--- src/hdl/oded_pkg.sv ---
package oded_pkg;

    // CPU bus and channel geometry
    localparam int ADDR_W   = 20;
    localparam int DATA_W   = 16;
    localparam int PC_CH    = 8;
    localparam int PC_IDX_W = 3;
    localparam int REG_AW   = 8;
    localparam int STAT_W   = 11;

    // Register byte offsets
    localparam logic [REG_AW-1:0] OFF_CTRL    = 8'h00;
    localparam logic [REG_AW-1:0] OFF_PC_EN   = 8'h04;
    localparam logic [REG_AW-1:0] OFF_STATUS  = 8'h08;
    localparam logic [REG_AW-1:0] OFF_MASK    = 8'h0C;
    localparam logic [REG_AW-1:0] OFF_PC_BASE = 8'h10;
    localparam logic [REG_AW-1:0] OFF_PC_END  = 8'h30;
    localparam logic [REG_AW-1:0] OFF_A_ADDR  = 8'h30;
    localparam logic [REG_AW-1:0] OFF_A_CFG   = 8'h34;
    localparam logic [REG_AW-1:0] OFF_A_DATA  = 8'h38;
    localparam logic [REG_AW-1:0] OFF_B_ADDR  = 8'h3C;
    localparam logic [REG_AW-1:0] OFF_B_CFG   = 8'h40;

    // Field positions
    localparam int CTRL_MODE_W    = 3;
    localparam int CFG_AMN_LSB    = 0;
    localparam int AMN_W          = 4;
    localparam int CFG_AME        = 4;
    localparam int CFG_DIR_LSB    = 5;
    localparam int CFG_SZ_LSB     = 7;
    localparam int CFG_CMP        = 9;
    localparam int CFG_DME        = 10;
    localparam int DATA_MASK_LSB  = 16;
    localparam int ST_A_BIT       = 8;
    localparam int ST_B_BIT       = 9;
    localparam int ST_BRK_BIT     = 10;

    // Data lanes compared per access size
    localparam logic [DATA_W-1:0] BYTE_LANES = 16'h00FF;
    localparam logic [DATA_W-1:0] WORD_LANES = 16'hFFFF;

    typedef enum logic [2:0] {BRK_NONE, BRK_A, BRK_A_OR_B, BRK_A_AND_B, BRK_B_THEN_A} oded_brk_t;
    typedef enum logic [1:0] {DIR_RW, DIR_READ, DIR_WRITE} oded_dir_t;
    typedef enum logic [1:0] {SZ_ANY, SZ_BYTE, SZ_WORD} oded_size_t;

    typedef struct packed {
        logic [ADDR_W-1:0] addr;
        logic              amask_en;
        logic [AMN_W-1:0]  amask_n;
        oded_dir_t         dir;
        oded_size_t        size;
        logic              cmp_en;
        logic              dmask_en;
        logic [DATA_W-1:0] data;
        logic [DATA_W-1:0] dmask;
    } oded_dacfg_t;

endpackage

--- src/hdl/oded_cmp_if.sv ---
`timescale 1ns/1ps
interface oded_cmp_if;
    import oded_pkg::*;

    oded_dacfg_t       cfg;
    logic              acc_valid;
    logic              acc_write;
    logic              acc_word;
    logic [ADDR_W-1:0] acc_addr;
    logic [DATA_W-1:0] acc_data;
    logic              hit;

    modport cmp  (input cfg, acc_valid, acc_write, acc_word, acc_addr, acc_data, output hit);
    modport user (output cfg, acc_valid, acc_write, acc_word, acc_addr, acc_data, input hit);
endinterface

--- src/hdl/oded_cmp.sv ---
`timescale 1ns/1ps
module oded_cmp #(
    parameter bit HAS_DATA = 1'b1
) (
    // Access and configuration
    oded_cmp_if.cmp bus
);
    import oded_pkg::*;

    logic [ADDR_W-1:0] amask;
    logic [DATA_W-1:0] dlanes;
    logic              addr_ok;
    logic              dir_ok;
    logic              size_ok;
    logic              data_ok;

    always_comb
    begin
        amask = {ADDR_W{1'b1}};
        if (bus.cfg.amask_en)
        begin
            amask = {ADDR_W{1'b1}} << bus.cfg.amask_n;
        end
        addr_ok = ((bus.acc_addr ^ bus.cfg.addr) & amask) == '0;
        case (bus.cfg.dir)
            DIR_RW:    dir_ok = 1'b1;
            DIR_READ:  dir_ok = !bus.acc_write;
            DIR_WRITE: dir_ok = bus.acc_write;
            default:   dir_ok = 1'b0;
        endcase
        case (bus.cfg.size)
            SZ_ANY:  size_ok = 1'b1;
            SZ_BYTE: size_ok = !bus.acc_word;
            SZ_WORD: size_ok = bus.acc_word;
            default: size_ok = 1'b0;
        endcase
        // Byte accesses carry data in the low lane only
        dlanes = bus.acc_word ? WORD_LANES : BYTE_LANES;
        if (bus.cfg.dmask_en)
        begin
            dlanes = dlanes & ~bus.cfg.dmask;
        end
        data_ok = !HAS_DATA || !bus.cfg.cmp_en
                  || (((bus.acc_data ^ bus.cfg.data) & dlanes) == '0);
        bus.hit = bus.acc_valid && addr_ok && dir_ok && size_ok && data_ok;
    end

endmodule // oded_cmp

--- src/hdl/oded_top.sv ---
// Contract
// - Eight program-address channels, index 0 to 7, each with its own enable bit.
// - An enabled channel equal to the address of the next instruction requests a break.
// - The data comparator checks each data access address against a target address.
// - With address masking on, the low 0 to 15 address bits are ignored; off after reset.
// - Matches are qualified by direction: read only, write only, or either.
// - Matches are qualified by size, byte, word or any; a differing size gives no event.
// - With data compare on, data must equal an 8-bit value for bytes, 16-bit for words.
// - Data compare is off after reset, so events then depend on address, direction, size.
// - With data masking on, masked bits are not compared; an all-zero mask compares all.
// - Break on event A alone, on A or B, on both A and B, or on B followed by A.
// - Only event A has data qualifiers; event B uses address, direction and size alone.
//
// Register access over Avalon-MM and the register addresses were chosen for this implementation.
`timescale 1ns/1ps
module oded_top (
    // Clock and reset
    input  logic                                       CORE_CLK,
    input  logic                                       SYS_RST,
    // Instruction about to execute
    input  logic                                       IFETCH_VALID,
    input  logic [oded_pkg::ADDR_W-1:0]                IFETCH_ADDR,
    // CPU data access
    input  logic                                       DACC_VALID,
    input  logic                                       DACC_WRITE,
    input  logic                                       DACC_WORD,
    input  logic [oded_pkg::ADDR_W-1:0]                DACC_ADDR,
    input  logic [oded_pkg::DATA_W-1:0]                DACC_DATA,
    // Avalon-MM slave
    input  logic [oded_pkg::REG_AW-1:0]                AVS_ADDRESS,
    input  logic                                       AVS_READ,
    input  logic                                       AVS_WRITE,
    input  logic [31:0]                                AVS_WRITEDATA,
    input  logic [3:0]                                 AVS_BYTEENABLE,
    output logic [31:0]                                AVS_READDATA,
    output logic                                       AVS_WAITREQUEST,
    // Matches, break and interrupt
    output logic [oded_pkg::PC_CH-1:0]                 PC_MATCH,
    output logic                                       DA_A_EVENT,
    output logic                                       DA_B_EVENT,
    output logic                                       BREAK_REQ,
    output logic                                       IRQ
);
    import oded_pkg::*;

    typedef struct packed {
        oded_brk_t                      brk_mode;
        logic [PC_CH-1:0]               pc_en;
        logic [PC_CH-1:0][ADDR_W-1:0]   pc_addr;
        oded_dacfg_t                    a;
        oded_dacfg_t                    b;
        logic [STAT_W-1:0]              status;
        logic [STAT_W-1:0]              mask;
        logic                           ack;
        logic [31:0]                    rdata;
        logic [PC_CH-1:0]               pc_pulse;
        logic                           a_pulse;
        logic                           b_pulse;
        logic                           brk_pulse;
        logic                           seen_a;
        logic                           seen_b;
    } oded_state_t;

    localparam oded_state_t ST_RST = '0;

    oded_state_t        st_ff;
    oded_state_t        nxt_st;
    logic [PC_CH-1:0]   pc_hit;
    logic               req;
    logic [31:0]        cur_word;
    logic [31:0]        wword;
    logic [STAT_W-1:0]  clr;
    logic [STAT_W-1:0]  ev;
    logic               ctrl_wr;
    logic               brk_da;
    logic [PC_IDX_W:0]  slot;

    oded_cmp_if a_if ();
    oded_cmp_if b_if ();

    function automatic logic [31:0] lane_mask(input logic [3:0] be);
        logic [31:0] m;
        m = '0;
        for (int i = 0; i < 4; i++)
        begin
            m[i*8 +: 8] = {8{be[i]}};
        end
        return m;
    endfunction

    // Valid flag on top, channel index below
    function automatic logic [PC_IDX_W:0] pc_slot(input logic [REG_AW-1:0] a);
        logic [REG_AW-1:0] d;
        d = a - OFF_PC_BASE;
        return {(a >= OFF_PC_BASE) && (a < OFF_PC_END) && (a[1:0] == 2'h0),
                d[PC_IDX_W+1:2]};
    endfunction

    function automatic logic [31:0] cfg_word(input oded_dacfg_t c);
        logic [31:0] w;
        w = '0;
        w[CFG_AMN_LSB +: AMN_W] = c.amask_n;
        w[CFG_AME]              = c.amask_en;
        w[CFG_DIR_LSB +: 2]     = c.dir;
        w[CFG_SZ_LSB +: 2]      = c.size;
        w[CFG_CMP]              = c.cmp_en;
        w[CFG_DME]              = c.dmask_en;
        return w;
    endfunction

    function automatic oded_dacfg_t cfg_load(input oded_dacfg_t c, input logic [31:0] w);
        oded_dacfg_t r;
        r          = c;
        r.amask_n  = w[CFG_AMN_LSB +: AMN_W];
        r.amask_en = w[CFG_AME];
        r.dir      = oded_dir_t'(w[CFG_DIR_LSB +: 2]);
        r.size     = oded_size_t'(w[CFG_SZ_LSB +: 2]);
        r.cmp_en   = w[CFG_CMP];
        r.dmask_en = w[CFG_DME];
        return r;
    endfunction

    // Shared by readback and by the byte-enable merge on writes
    function automatic logic [31:0] read_word(input oded_state_t s,
                                              input logic [REG_AW-1:0] a);
        logic [PC_IDX_W:0] ps;
        ps = pc_slot(a);
        case (a)
            OFF_CTRL:   read_word = 32'(s.brk_mode);
            OFF_PC_EN:  read_word = 32'(s.pc_en);
            OFF_STATUS: read_word = 32'(s.status);
            OFF_MASK:   read_word = 32'(s.mask);
            OFF_A_ADDR: read_word = 32'(s.a.addr);
            OFF_A_CFG:  read_word = cfg_word(s.a);
            OFF_A_DATA: read_word = {s.a.dmask, s.a.data};
            OFF_B_ADDR: read_word = 32'(s.b.addr);
            OFF_B_CFG:  read_word = cfg_word(s.b);
            default:
            begin
                read_word = ps[PC_IDX_W] ? 32'(s.pc_addr[ps[PC_IDX_W-1:0]]) : 32'h0000_0000;
            end
        endcase
    endfunction

    // One comparator per channel, all in parallel with the fetch
    genvar gi;
    generate
        for (gi = 0; gi < PC_CH; gi++)
        begin : g_pc
            assign pc_hit[gi] = IFETCH_VALID && st_ff.pc_en[gi]
                                && (IFETCH_ADDR == st_ff.pc_addr[gi]);
        end
    endgenerate

    assign a_if.cfg       = st_ff.a;
    assign a_if.acc_valid = DACC_VALID;
    assign a_if.acc_write = DACC_WRITE;
    assign a_if.acc_word  = DACC_WORD;
    assign a_if.acc_addr  = DACC_ADDR;
    assign a_if.acc_data  = DACC_DATA;
    assign b_if.cfg       = st_ff.b;
    assign b_if.acc_valid = DACC_VALID;
    assign b_if.acc_write = DACC_WRITE;
    assign b_if.acc_word  = DACC_WORD;
    assign b_if.acc_addr  = DACC_ADDR;
    assign b_if.acc_data  = DACC_DATA;

    oded_cmp #(.HAS_DATA(1'b1)) u_cmp_a (.bus(a_if));
    oded_cmp #(.HAS_DATA(1'b0)) u_cmp_b (.bus(b_if));

    always_comb
    begin
        nxt_st   = st_ff;
        req      = AVS_READ || AVS_WRITE;
        cur_word = read_word(st_ff, AVS_ADDRESS);
        wword    = (cur_word & ~lane_mask(AVS_BYTEENABLE))
                   | (AVS_WRITEDATA & lane_mask(AVS_BYTEENABLE));
        slot     = pc_slot(AVS_ADDRESS);
        clr      = '0;
        ctrl_wr  = 1'b0;
        brk_da   = 1'b0;

        // Every access waits exactly one cycle; read data is latched in that cycle
        nxt_st.ack = req && !st_ff.ack;
        if (req && !st_ff.ack)
        begin
            nxt_st.rdata = cur_word;
        end
        // Only the bits that were returned are cleared, so a late event survives
        if (AVS_READ && st_ff.ack && (AVS_ADDRESS == OFF_STATUS))
        begin
            clr = st_ff.rdata[STAT_W-1:0];
        end

        if (AVS_WRITE && st_ff.ack)
        begin
            case (AVS_ADDRESS)
                OFF_CTRL:
                begin
                    nxt_st.brk_mode = oded_brk_t'(wword[CTRL_MODE_W-1:0]);
                    ctrl_wr         = 1'b1;
                end
                OFF_PC_EN:  nxt_st.pc_en  = wword[PC_CH-1:0];
                OFF_MASK:   nxt_st.mask   = wword[STAT_W-1:0];
                OFF_A_ADDR: nxt_st.a.addr = wword[ADDR_W-1:0];
                OFF_A_CFG:  nxt_st.a      = cfg_load(st_ff.a, wword);
                OFF_A_DATA:
                begin
                    nxt_st.a.data  = wword[DATA_W-1:0];
                    nxt_st.a.dmask = wword[DATA_MASK_LSB +: DATA_W];
                end
                OFF_B_ADDR: nxt_st.b.addr = wword[ADDR_W-1:0];
                OFF_B_CFG:
                begin
                    nxt_st.b          = cfg_load(st_ff.b, wword);
                    nxt_st.b.cmp_en   = 1'b0;
                    nxt_st.b.dmask_en = 1'b0;
                end
                default:
                begin
                    if (slot[PC_IDX_W])
                    begin
                        nxt_st.pc_addr[slot[PC_IDX_W-1:0]] = wword[ADDR_W-1:0];
                    end
                end
            endcase
        end

        // Same-cycle B does not count as coming before A
        case (st_ff.brk_mode)
            BRK_NONE:     brk_da = 1'b0;
            BRK_A:        brk_da = a_if.hit;
            BRK_A_OR_B:   brk_da = a_if.hit || b_if.hit;
            BRK_A_AND_B:  brk_da = (a_if.hit || st_ff.seen_a) && (b_if.hit || st_ff.seen_b);
            BRK_B_THEN_A: brk_da = a_if.hit && st_ff.seen_b;
            default:      brk_da = 1'b0;
        endcase
        if (brk_da)
        begin
            nxt_st.seen_a = 1'b0;
            nxt_st.seen_b = 1'b0;
        end
        else
        begin
            // A CTRL write drops old history, but an event in the same cycle is kept
            nxt_st.seen_a = (st_ff.seen_a && !ctrl_wr) || a_if.hit;
            nxt_st.seen_b = (st_ff.seen_b && !ctrl_wr) || b_if.hit;
        end

        nxt_st.pc_pulse  = pc_hit;
        nxt_st.a_pulse   = a_if.hit;
        nxt_st.b_pulse   = b_if.hit;
        nxt_st.brk_pulse = brk_da || (|pc_hit);

        ev                = '0;
        ev[PC_CH-1:0]     = pc_hit;
        ev[ST_A_BIT]      = a_if.hit;
        ev[ST_B_BIT]      = b_if.hit;
        ev[ST_BRK_BIT]    = nxt_st.brk_pulse;
        // Set wins over a clear in the same cycle
        nxt_st.status     = (st_ff.status & ~clr) | ev;
    end

    always_ff @(posedge CORE_CLK)
    begin
        if (SYS_RST)
        begin
            st_ff <= ST_RST;
        end
        else
        begin
            st_ff <= nxt_st;
        end
    end

    assign AVS_READDATA    = st_ff.rdata;
    assign AVS_WAITREQUEST = req && !st_ff.ack;
    assign PC_MATCH        = st_ff.pc_pulse;
    assign DA_A_EVENT      = st_ff.a_pulse;
    assign DA_B_EVENT      = st_ff.b_pulse;
    assign BREAK_REQ       = st_ff.brk_pulse;
    assign IRQ             = |(st_ff.status & st_ff.mask);

    // Helper for the masked-address check
    logic [AMN_W-1:0] chk_sh;
    assign chk_sh = st_ff.a.amask_en ? st_ff.a.amask_n : '0;

    AST_PC_BREAK: assert property (@(posedge CORE_CLK) disable iff (SYS_RST)
        (|pc_hit) |=> (BREAK_REQ && (PC_MATCH == $past(pc_hit))))
        else $error("PC hit did not raise a break");

    AST_PC_DISABLED: assert property (@(posedge CORE_CLK) disable iff (SYS_RST)
        ##1 ((PC_MATCH & ~$past(st_ff.pc_en)) == '0))
        else $error("disabled channel matched");

    AST_A_ADDR: assert property (@(posedge CORE_CLK) disable iff (SYS_RST)
        (DACC_VALID && !st_ff.a.amask_en && (DACC_ADDR != st_ff.a.addr)) |=> !DA_A_EVENT)
        else $error("event A on wrong address");

    AST_A_AMASK: assert property (@(posedge CORE_CLK) disable iff (SYS_RST)
        DA_A_EVENT |-> $past((DACC_ADDR >> chk_sh) == (st_ff.a.addr >> chk_sh)))
        else $error("event A outside masked range");

    AST_A_DIR: assert property (@(posedge CORE_CLK) disable iff (SYS_RST)
        DA_A_EVENT |-> $past((st_ff.a.dir != DIR_READ || !DACC_WRITE)
                             && (st_ff.a.dir != DIR_WRITE || DACC_WRITE)))
        else $error("event A with wrong direction");

    AST_A_SIZE: assert property (@(posedge CORE_CLK) disable iff (SYS_RST)
        DA_A_EVENT |-> $past(st_ff.a.size == SZ_ANY
                             || ((st_ff.a.size == SZ_WORD) == DACC_WORD)))
        else $error("event A with wrong size");

    AST_A_DATA: assert property (@(posedge CORE_CLK) disable iff (SYS_RST)
        DA_A_EVENT |-> $past(!st_ff.a.cmp_en || st_ff.a.dmask_en
                             || (DACC_DATA[7:0] == st_ff.a.data[7:0])))
        else $error("event A with unequal data");

    AST_A_DMASK: assert property (@(posedge CORE_CLK) disable iff (SYS_RST)
        DA_A_EVENT |-> $past(!st_ff.a.cmp_en || !st_ff.a.dmask_en
            || ((((DACC_DATA ^ st_ff.a.data) & ~st_ff.a.dmask) & BYTE_LANES) == '0)))
        else $error("event A with unequal unmasked data");

    AST_PULSE: assert property (@(posedge CORE_CLK) disable iff (SYS_RST)
        !DACC_VALID |=> (!DA_A_EVENT && !DA_B_EVENT))
        else $error("data event without an access");

    AST_BRK_A: assert property (@(posedge CORE_CLK) disable iff (SYS_RST)
        (st_ff.brk_mode == BRK_A && a_if.hit) |=> BREAK_REQ)
        else $error("event A break missing");

    AST_BRK_ORDER: assert property (@(posedge CORE_CLK) disable iff (SYS_RST)
        (st_ff.brk_mode == BRK_B_THEN_A && !st_ff.seen_b && !(|pc_hit)) |=> !BREAK_REQ)
        else $error("break before B was seen");

    AST_RST_CFG: assert property (@(posedge CORE_CLK)
        ($past(SYS_RST) && !SYS_RST)
        |-> (!st_ff.a.cmp_en && !st_ff.a.amask_en && (st_ff.pc_en == '0)))
        else $error("compare or masking on after reset");

    AST_BUS_ACK: assert property (@(posedge CORE_CLK) disable iff (SYS_RST)
        AVS_WAITREQUEST |=> (st_ff.ack && !AVS_WAITREQUEST))
        else $error("waitrequest held beyond one cycle");

endmodule // oded_top

--- config.mk ---
export PLATFORM = sky130hd
export DESIGN_NAME = oded_top
export DESIGN_NICKNAME = d
export VERILOG_FILES = /design/src/hdl/oded_pkg.sv /design/src/hdl/oded_cmp_if.sv /design/src/hdl/oded_cmp.sv /design/src/hdl/oded_top.sv
export SDC_FILE = /design/constraint.sdc
export NUM_CORES = 1
export LEC_CHECK = 0
export BUFFER_PORTS_ARGS = -buffer_cell sky130_fd_sc_hd__buf_2
export CORE_ASPECT_RATIO = 0.5
export CORE_MARGIN = 2
export CORE_UTILIZATION = 45
export DETAILED_ROUTE_END_ITERATION = 7
export PLACE_DENSITY = 0.65
export SETUP_SLACK_MARGIN = 0.2
export SLEW_MARGIN = 10
export SYNTH_ARGS = -nofsm -noshare
export SYNTH_HDL_FRONTEND = slang
export SYNTH_SLANG_ARGS = --single-unit
--- constraint.sdc ---
create_clock -name CORE_CLK -period 2.3 [get_ports CORE_CLK]
set_input_delay 0.23 -clock CORE_CLK [delete_from_list [all_inputs] [get_ports CORE_CLK]]
set_output_delay 0.23 -clock CORE_CLK [all_outputs]
set_load 0.01 [all_outputs]
==> results of run 1 <==
[cell type report]
cell class              instances  area (µm²)
diodes                          1        2.50
clock buffers                  49        1050
clock inverters                11         101
fillers                      3095       13800
inverters                      13        48.8
multi-input cells            1606       12000
flip-flops and latches        331        6740
well taps                     530         663
repair buffers                525        4330
[worst register-to-register path, cell delays in order, from the launching register on]
cell     delay [ns]
dfxtp_2        0.32
buf_6          0.11
mux4_2         0.45
mux2_4         0.32
a221o_1        0.44
mux2_4         0.42
nand2_1        0.09
a21oi_1        0.06
[per-stage QoR]
stage / util (%) / worst slack [ns]
6_report: 64.4 / -0.0627
5_1_grt: 64.4 / -0.106
4_1_cts: 59.0 / 0.00278
3_5_place_dp: 53.4 / -0.544
3_3_place_gp: 53.4 / -0.586
2_1_floorplan: - / 0.0950
[worst max path at each step]
stage / endpoint / slack (ns) / depth (start not counted)
floorplan: a_if.cfg[41] / 0.09 / 11
global placement: st_ff[67] / -0.59 / 10
detailed placement: st_ff[67] / -0.54 / 10
CTS: b_if.cfg[52] / 0.003 / 7
global route: st_ff[67] / -0.11 / 8
finish: st_ff[343] / -0.06 / 7
[metal layers]
| metal | routed length [µm] | vias to the layer above | share of wire (%) |
|---|---|---|---|
| met5 | 0 | - | 0 |
| met2 | 32600 | 1141 | 44 |
| met1 | 29300 | 8905 | 40 |
| met3 | 8540 | 233 | 12 |
| li1 | - | 8179 | - |
| met4 | 3680 | 0 | 5.0 |
[synthesized netlist by cell type (15+ instances only)]
| cell | instances | area [µm²] |
|---|---|---|
| mux4_2 | 40 | 901 |
| nor4_1 | 42 | 263 |
| xnor2_1 | 70 | 613 |
| nor2_1 | 205 | 769 |
| and2_1 | 18 | 113 |
| a21oi_1 | 293 | 1470 |
| nand4_1 | 34 | 213 |
| a211oi_1 | 23 | 173 |
| a22o_1 | 17 | 149 |
| o21ai_0 | 50 | 250 |
| dfxtp_1 | 331 | 6630 |
| mux2i_1 | 24 | 240 |
| a2111oi_0 | 15 | 131 |
| xor2_1 | 149 | 1310 |
| nand3_1 | 65 | 325 |
| a22oi_1 | 16 | 120 |
| nor3_1 | 29 | 145 |
| buf_2 | 40 | 200 |
| clkbuf_1 | 127 | 477 |
| buf_4 | 49 | 368 |
| nand2_1 | 381 | 1430 |
[sequential cells by signal (all words and copies together) (netlist names)]
| register | flops |
|---|---|
| b_if.cfg | 29 |
| st_ff | 196 |
| DA_B_EVENT | 1 |
| AVS_READDATA | 32 |
| a_if.cfg | 63 |
| PC_MATCH | 8 |
| BREAK_REQ | 1 |
| DA_A_EVENT | 1 |
[cells by family (layout without fill, tap and decap cells)]
kind of cell               Yosys count  in the layout  synth area share [%]
xor gates and xnor gates           219            219                  10.9
muxes                               79             81                  7.43
adders and majority gates            2              2                 0.114
and+or+nand+nor                    826            826                  20.9
buffers and inverters              236            598                  6.57
other                                0              1                     0
DFF                                331            331                  37.6
AOI/OAI and AO/OA                  478            478                  16.5
[power by group]
group | internal, µW | switching, µW
Sequential | 5740 | 16.6
Clock | 3320 | 2560
Combinational | 624 | 984
Total | 9690 | 3560
[what timing repair did]
item,4_1_cts,5_1_grt
gates cloned,7,7
hold buffers,12,0
resized for setup,172,525
buffers inserted,28,19
hold endpoints to repair,12,0
setup endpoints to repair,168,268
pin swaps,41,127
==> results.md, run 1 <==
* CP bufs+invs at 1
* TritonCTS clock tree: done
* Sink Count at 331
* Crit path launch: st_ff[323]
* Die W at 284 µm
* Critical path required time at 2.70 ns
* M1 GR Usage at 45.0%
* Vias in the first global route at 16800
* Grt met2 use at 52.4%
* Reg2Reg Capture Point: st_ff[343]
* Fin nets at 2620
* Failing checks: setup timing
* Mean Syn Cell Area at 8.12 µm²
* Pwr/cell area at 531 nW/µm²
* Leakage at 0.00980 µW
* Max Cap Viol at 0
* Upper clock frequency limit at 423 MHz
* Setup WS post-layout at -0.0627 ns
* Detail Route Antenna Nets at 0
* Initial Util at 45.5%
* Final number of setup-violating endpoints at 15
* Initial antenna violation count at 2
* Share of cells above drive strength 1 at 43.3%
* Total power draw at 13200 µW
* Worst min path class: input pin to flop
* Routed vias/inst at 6.02
* Post-Syn Nets at 2279
* DRT iter0 DRCs at 2181
* Critical path, cell by cell: buf_6 -> mux4_2 -> mux2_4 -> a221o_1 -> mux2_4 -> nand2_1 -> a21oi_1
* Max-slew violation count at 0
* Min-Delay Endpoint: a_if.cfg[8]
* Latest clock arrival within the worst-skew pair at 0.56 ns
* Post-synth ARST share at 0%
* RSZ-0062 raised after global routing: true
* Max-slew headroom at 46.3%
* I/O pins at 153
* Register area share after synthesis at 37.6%
* Most common cell after layout, fill and taps aside: nand2_1
* Final period util at 103%
* Die ar. at 40900 µm²
* Total GRT Usage at 33.9%
* Clk_skew at 0.0225 ns
* # rows at 51
* Final instance area at 24900 µm²
* Finished Layout Cells at 3066
* Die Ht at 144 µm
* Final hold viol count at 0
* Most used DFF post-synth: dfxtp_1
* Cells after synthesis at 2171
* WL per Instance at 24.2 µm
* R2R Setup Slk at -0.06 ns
* Most frequent cells in the layout: nand2_1, buf_4, dfxtp_1, a21oi_1, buf_2
* Number of distinct library cells after synthesis at 79
* Fin Setup TNS at -0.605 ns
* H-tree levels at 2
* Hold Path Stages at 3
* Reg2reg path depth at 7
* Worst-margin pin slew at 0.805 ns
* Maximum vdd ir drop at 463 µV
* Post-synthesis register bit count at 331
* WL final at 74100 µm
* Max Root-Sink Buffers at 3
* Yosys warning total at 0
* Gr busiest metal: met2
* Crit path launch type: flop
* # port buffers at 152
* Slowest-stage cell, CP: mux4_2
* Cell Area, Placed at 20700 µm²
* # DRC at 0
* Min cycle time layout at 2.36 ns
* Clock slew at reported path FFs at 0.06 ns
* Core ar. at 38700 µm²
* Setup Crit Path Kind: flop to flop
* Placed Cells at 2932
* Pre-antenna DRT Iters at 6
* Post-synth EDFFs at 0
* Number of CTS-inserted buffers at 35
* Crit-path most repeated cell: mux2_4
* First-pass GRT wire length at 105000 µm
* CTS root buf: clkbuf_16
* Largest net degree at the start of global routing at 153
* Crit path max fanout at 7
* Crit path largest cell delay at 0.45 ns
* Placer congestion estimate at 1.05
* M3 GR Usage at 7.70%
* Mapped cell area at 17600 µm²
* Hold slack at 0.0229 ns
* Area Growth Syn to Fin at 41.5%
* CP arrival at 2.76 ns
* Vias at 18500
* Worst R2R Start: st_ff[323]
* Crit end category: flop
* Status: complete, but fails checks
* GR Overflow Total at 0
* Min-delay src: AVS_BYTEENABLE[3]
* CP top delay family: multiplexers
* DP HPWL at 50400 µm
Note: power is estimated with default switching activity, not from simulation.
==> run 2: changes to the inputs <==
Settings changed: CORE_MARGIN 2 to unset, CTS_CLUSTER_DIAMETER set to 150, SETUP_SLACK_MARGIN 0.2 to unset.
==> results.md, run 2 (synthesized netlist as in run 1, its figures left out) <==
* Clock slew at reported path FFs at 0.08 ns (+0.02 ns)
* Clk_skew at 0.0188 ns (-0.00364 ns)
* Worst min path class: input pin to flop
* Pwr/cell area at 570 nW/µm² (+7.2%)
* Setup Crit Path Kind: flop to flop
* Seq pwr share at 45.0% (+1.5 points)
* Maximum vdd ir drop at 540 µV (+17%)
* I/O pins at 153 (unchanged)
* Max Root-Sink Buffers at 3 (unchanged)
* Worst-margin pin slew at 0.880 ns (+0.0748 ns)
* # rows at 50 (-2.0%)
* Reg2reg path depth at 9 (+2)
* Die Ht at 142 µm (-1.4%)
* Largest net degree at the start of global routing at 138 (-9.8%)
* Number of CTS-inserted buffers at 31 (-11%)
* Reg with most FFs: st_ff
* H-tree levels at 1 (-1)
* Crit path max fanout at 5 (-2)
* Most common cell after layout, fill and taps aside: nand2_1
* Min cycle time layout at 2.31 ns (-0.0559 ns)
* Pre-antenna DRT Iters at 6 (unchanged)
* Final hold viol count at 0 (unchanged)
* Initial antenna violation count at 0 (-2)
* Final period util at 100% (-2.4 points)
* Total power draw at 12800 µW (-3.2%)
* Sink Count at 331 (unchanged)
* Area Growth Syn to Fin at 27.7%
* First-pass GRT wire length at 102000 µm (-2.5%)
* Cell Area, Placed at 20800 µm² (+0.56%)
* Int Pwr at 9550 µW (-1.4%)
* Latest clock arrival within the worst-skew pair at 0.60 ns (+0.04 ns)
* N_diodes at 0 (-1)
* Routed vias/inst at 5.94 (-1.3%)
* Die W at 282 µm (-0.70%)
* Max-slew violation count at 0 (unchanged)
* Power share of the clock group at 44.3% (about the same)
* Leakage at 0.00887 µW (-9.4%)
* Final number of setup-violating endpoints at 2 (-13)
* Share of cells above drive strength 1 at 26.7% (-17 points)
* Upper clock frequency limit at 433 MHz (+2.4%)
* TritonCTS clock tree: done
* WL final at 69700 µm (-6.0%)
* Fin nets at 2587 (-1.3%)
* Crit path launch type: flop
* Dpl ws at -0.483 ns (+0.0617 ns)
* Initial Util at 46.4% (+0.91 points)
* Max reg flops at 196 (unchanged)
* Vias in the first global route at 16300 (-2.7%)
* DP HPWL at 51500 µm (+2.3%)
* Switching Fraction at 25.5% (-1.4 points)
* Hold Path Stages at 3 (unchanged)
* Final instance area at 22500 µm² (-9.7%)
* Detail Route Antenna Nets at 0 (unchanged)
* WL per Instance at 23.1 µm (-4.7%)
* Critical path required time at 2.84 ns (+0.14 ns)
* Total GRT Usage at 33.9% (about the same)
* Die ar. at 40000 µm² (-2.1%)
* RSZ-0062 raised after global routing: true
* DRT iter0 DRCs at 2303 (+5.6%)
* Vias at 18000 (-2.7%)
* Most frequent cells in the layout: nand2_1, dfxtp_1, a21oi_1, buf_4, nor2_1
* Status: complete, but fails checks
* Core ar. at 38000 µm² (-2.0%)
* CP arrival at 2.84 ns (+0.08 ns)
* Setup WS post-layout at -0.00688 ns (+0.0559 ns)
* Finished Layout Cells at 3023 (-1.4%)
* Placed Cells at 2936 (+0.14%)
* Combinational Power Share at 10.7% (-1.4 points)
* Max Cap Viol at 0 (unchanged)
* Placer congestion estimate at 1.01 (-3.8%)
* Sw Pwr at 3270 µW (-8.3%)
* CTS root buf: clkbuf_16
* Failing checks: setup timing
* Max-slew headroom at 41.3% (-5.0 points)
* GR Overflow Total at 0 (unchanged)
* Crit end category: flop
* # DRC at 0 (unchanged)
* # port buffers at 152 (unchanged)
## run 2: final timing paths
check,startpoint,to,slack (ns)
min reg2reg,AVS_READDATA[24],AVS_READDATA[24],0.45
max reg2reg,a_if.cfg[59],st_ff[67],-0.007
min,AVS_BYTEENABLE[3],a_if.cfg[14],0.05
max,a_if.cfg[59],st_ff[67],-0.007
## run 2: worst max-delay path, cell delays in order, from the launching register on
cell	delay (ns)
dfxtp_4	0.35
xor2_1	0.18
nor4_4	0.33
buf_4	0.17
o2111ai_1	0.12
a2111o_1	0.32
nor4_2	0.23
buf_4	0.21
o22a_1	0.18
o41a_1	0.16
## run 2: power by group through the flow
stage / clock network [µW] / logic (µW) / registers (µW)
6_report: 5680 / 1370 / 5770
3_5_place_dp: 0 / 1270 / 5900
3_3_place_gp: 0 / 1270 / 5900
4_1_cts: 5690 / 1300 / 5770
5_1_grt: 5940 / 1420 / 5760
2_1_floorplan: 0 / 662 / 5890
## run 2: cell type report
class	count	area (µm²)
timing repair buffer	498	3930
fill	3376	15500
clock buffer	43	891
sequential	331	6650
tap	520	651
inverter	13	48.8
multi-input combinational	1604	10100
clock inverter	14	205
## run 2: metrics by stage
stage               util [%]  hold slack (ns)  TNS [ns]
floorplan                  -            0.377   -0.0113
global placement        54.7            0.438    -44.99
detailed placement      54.7            0.444    -54.51
CTS                     58.3          0.00965  -0.00850
global route            59.3           0.0667     -1.03
finish                  59.3           0.0512   -0.0101
## run 2: routing by layer
| metal | track usage (%) | vias up | wire length [µm] | part of all wire [%] |
|---|---|---|---|---|
| li1 | - | 8099 | - | - |
| met1 | 47.0 | 8572 | 28200 | 40 |
| met2 | 50.8 | 1107 | 30100 | 43 |
| met3 | 7.73 | 176 | 8340 | 12 |
| met4 | 13.8 | 0 | 3050 | 4.4 |
| met5 | 0 | - | 0 | 0 |
## run 2: what timing repair did
action | in CTS | in global routing
gates resized for setup | 16 | 64
setup endpoints to repair | 30 | 128
cloned | 0 | 3
endpoints found under the hold margin | 12 | 0
pin swaps | 5 | 17
hold buffers | 19 | 0
setup buffers | 0 | 8
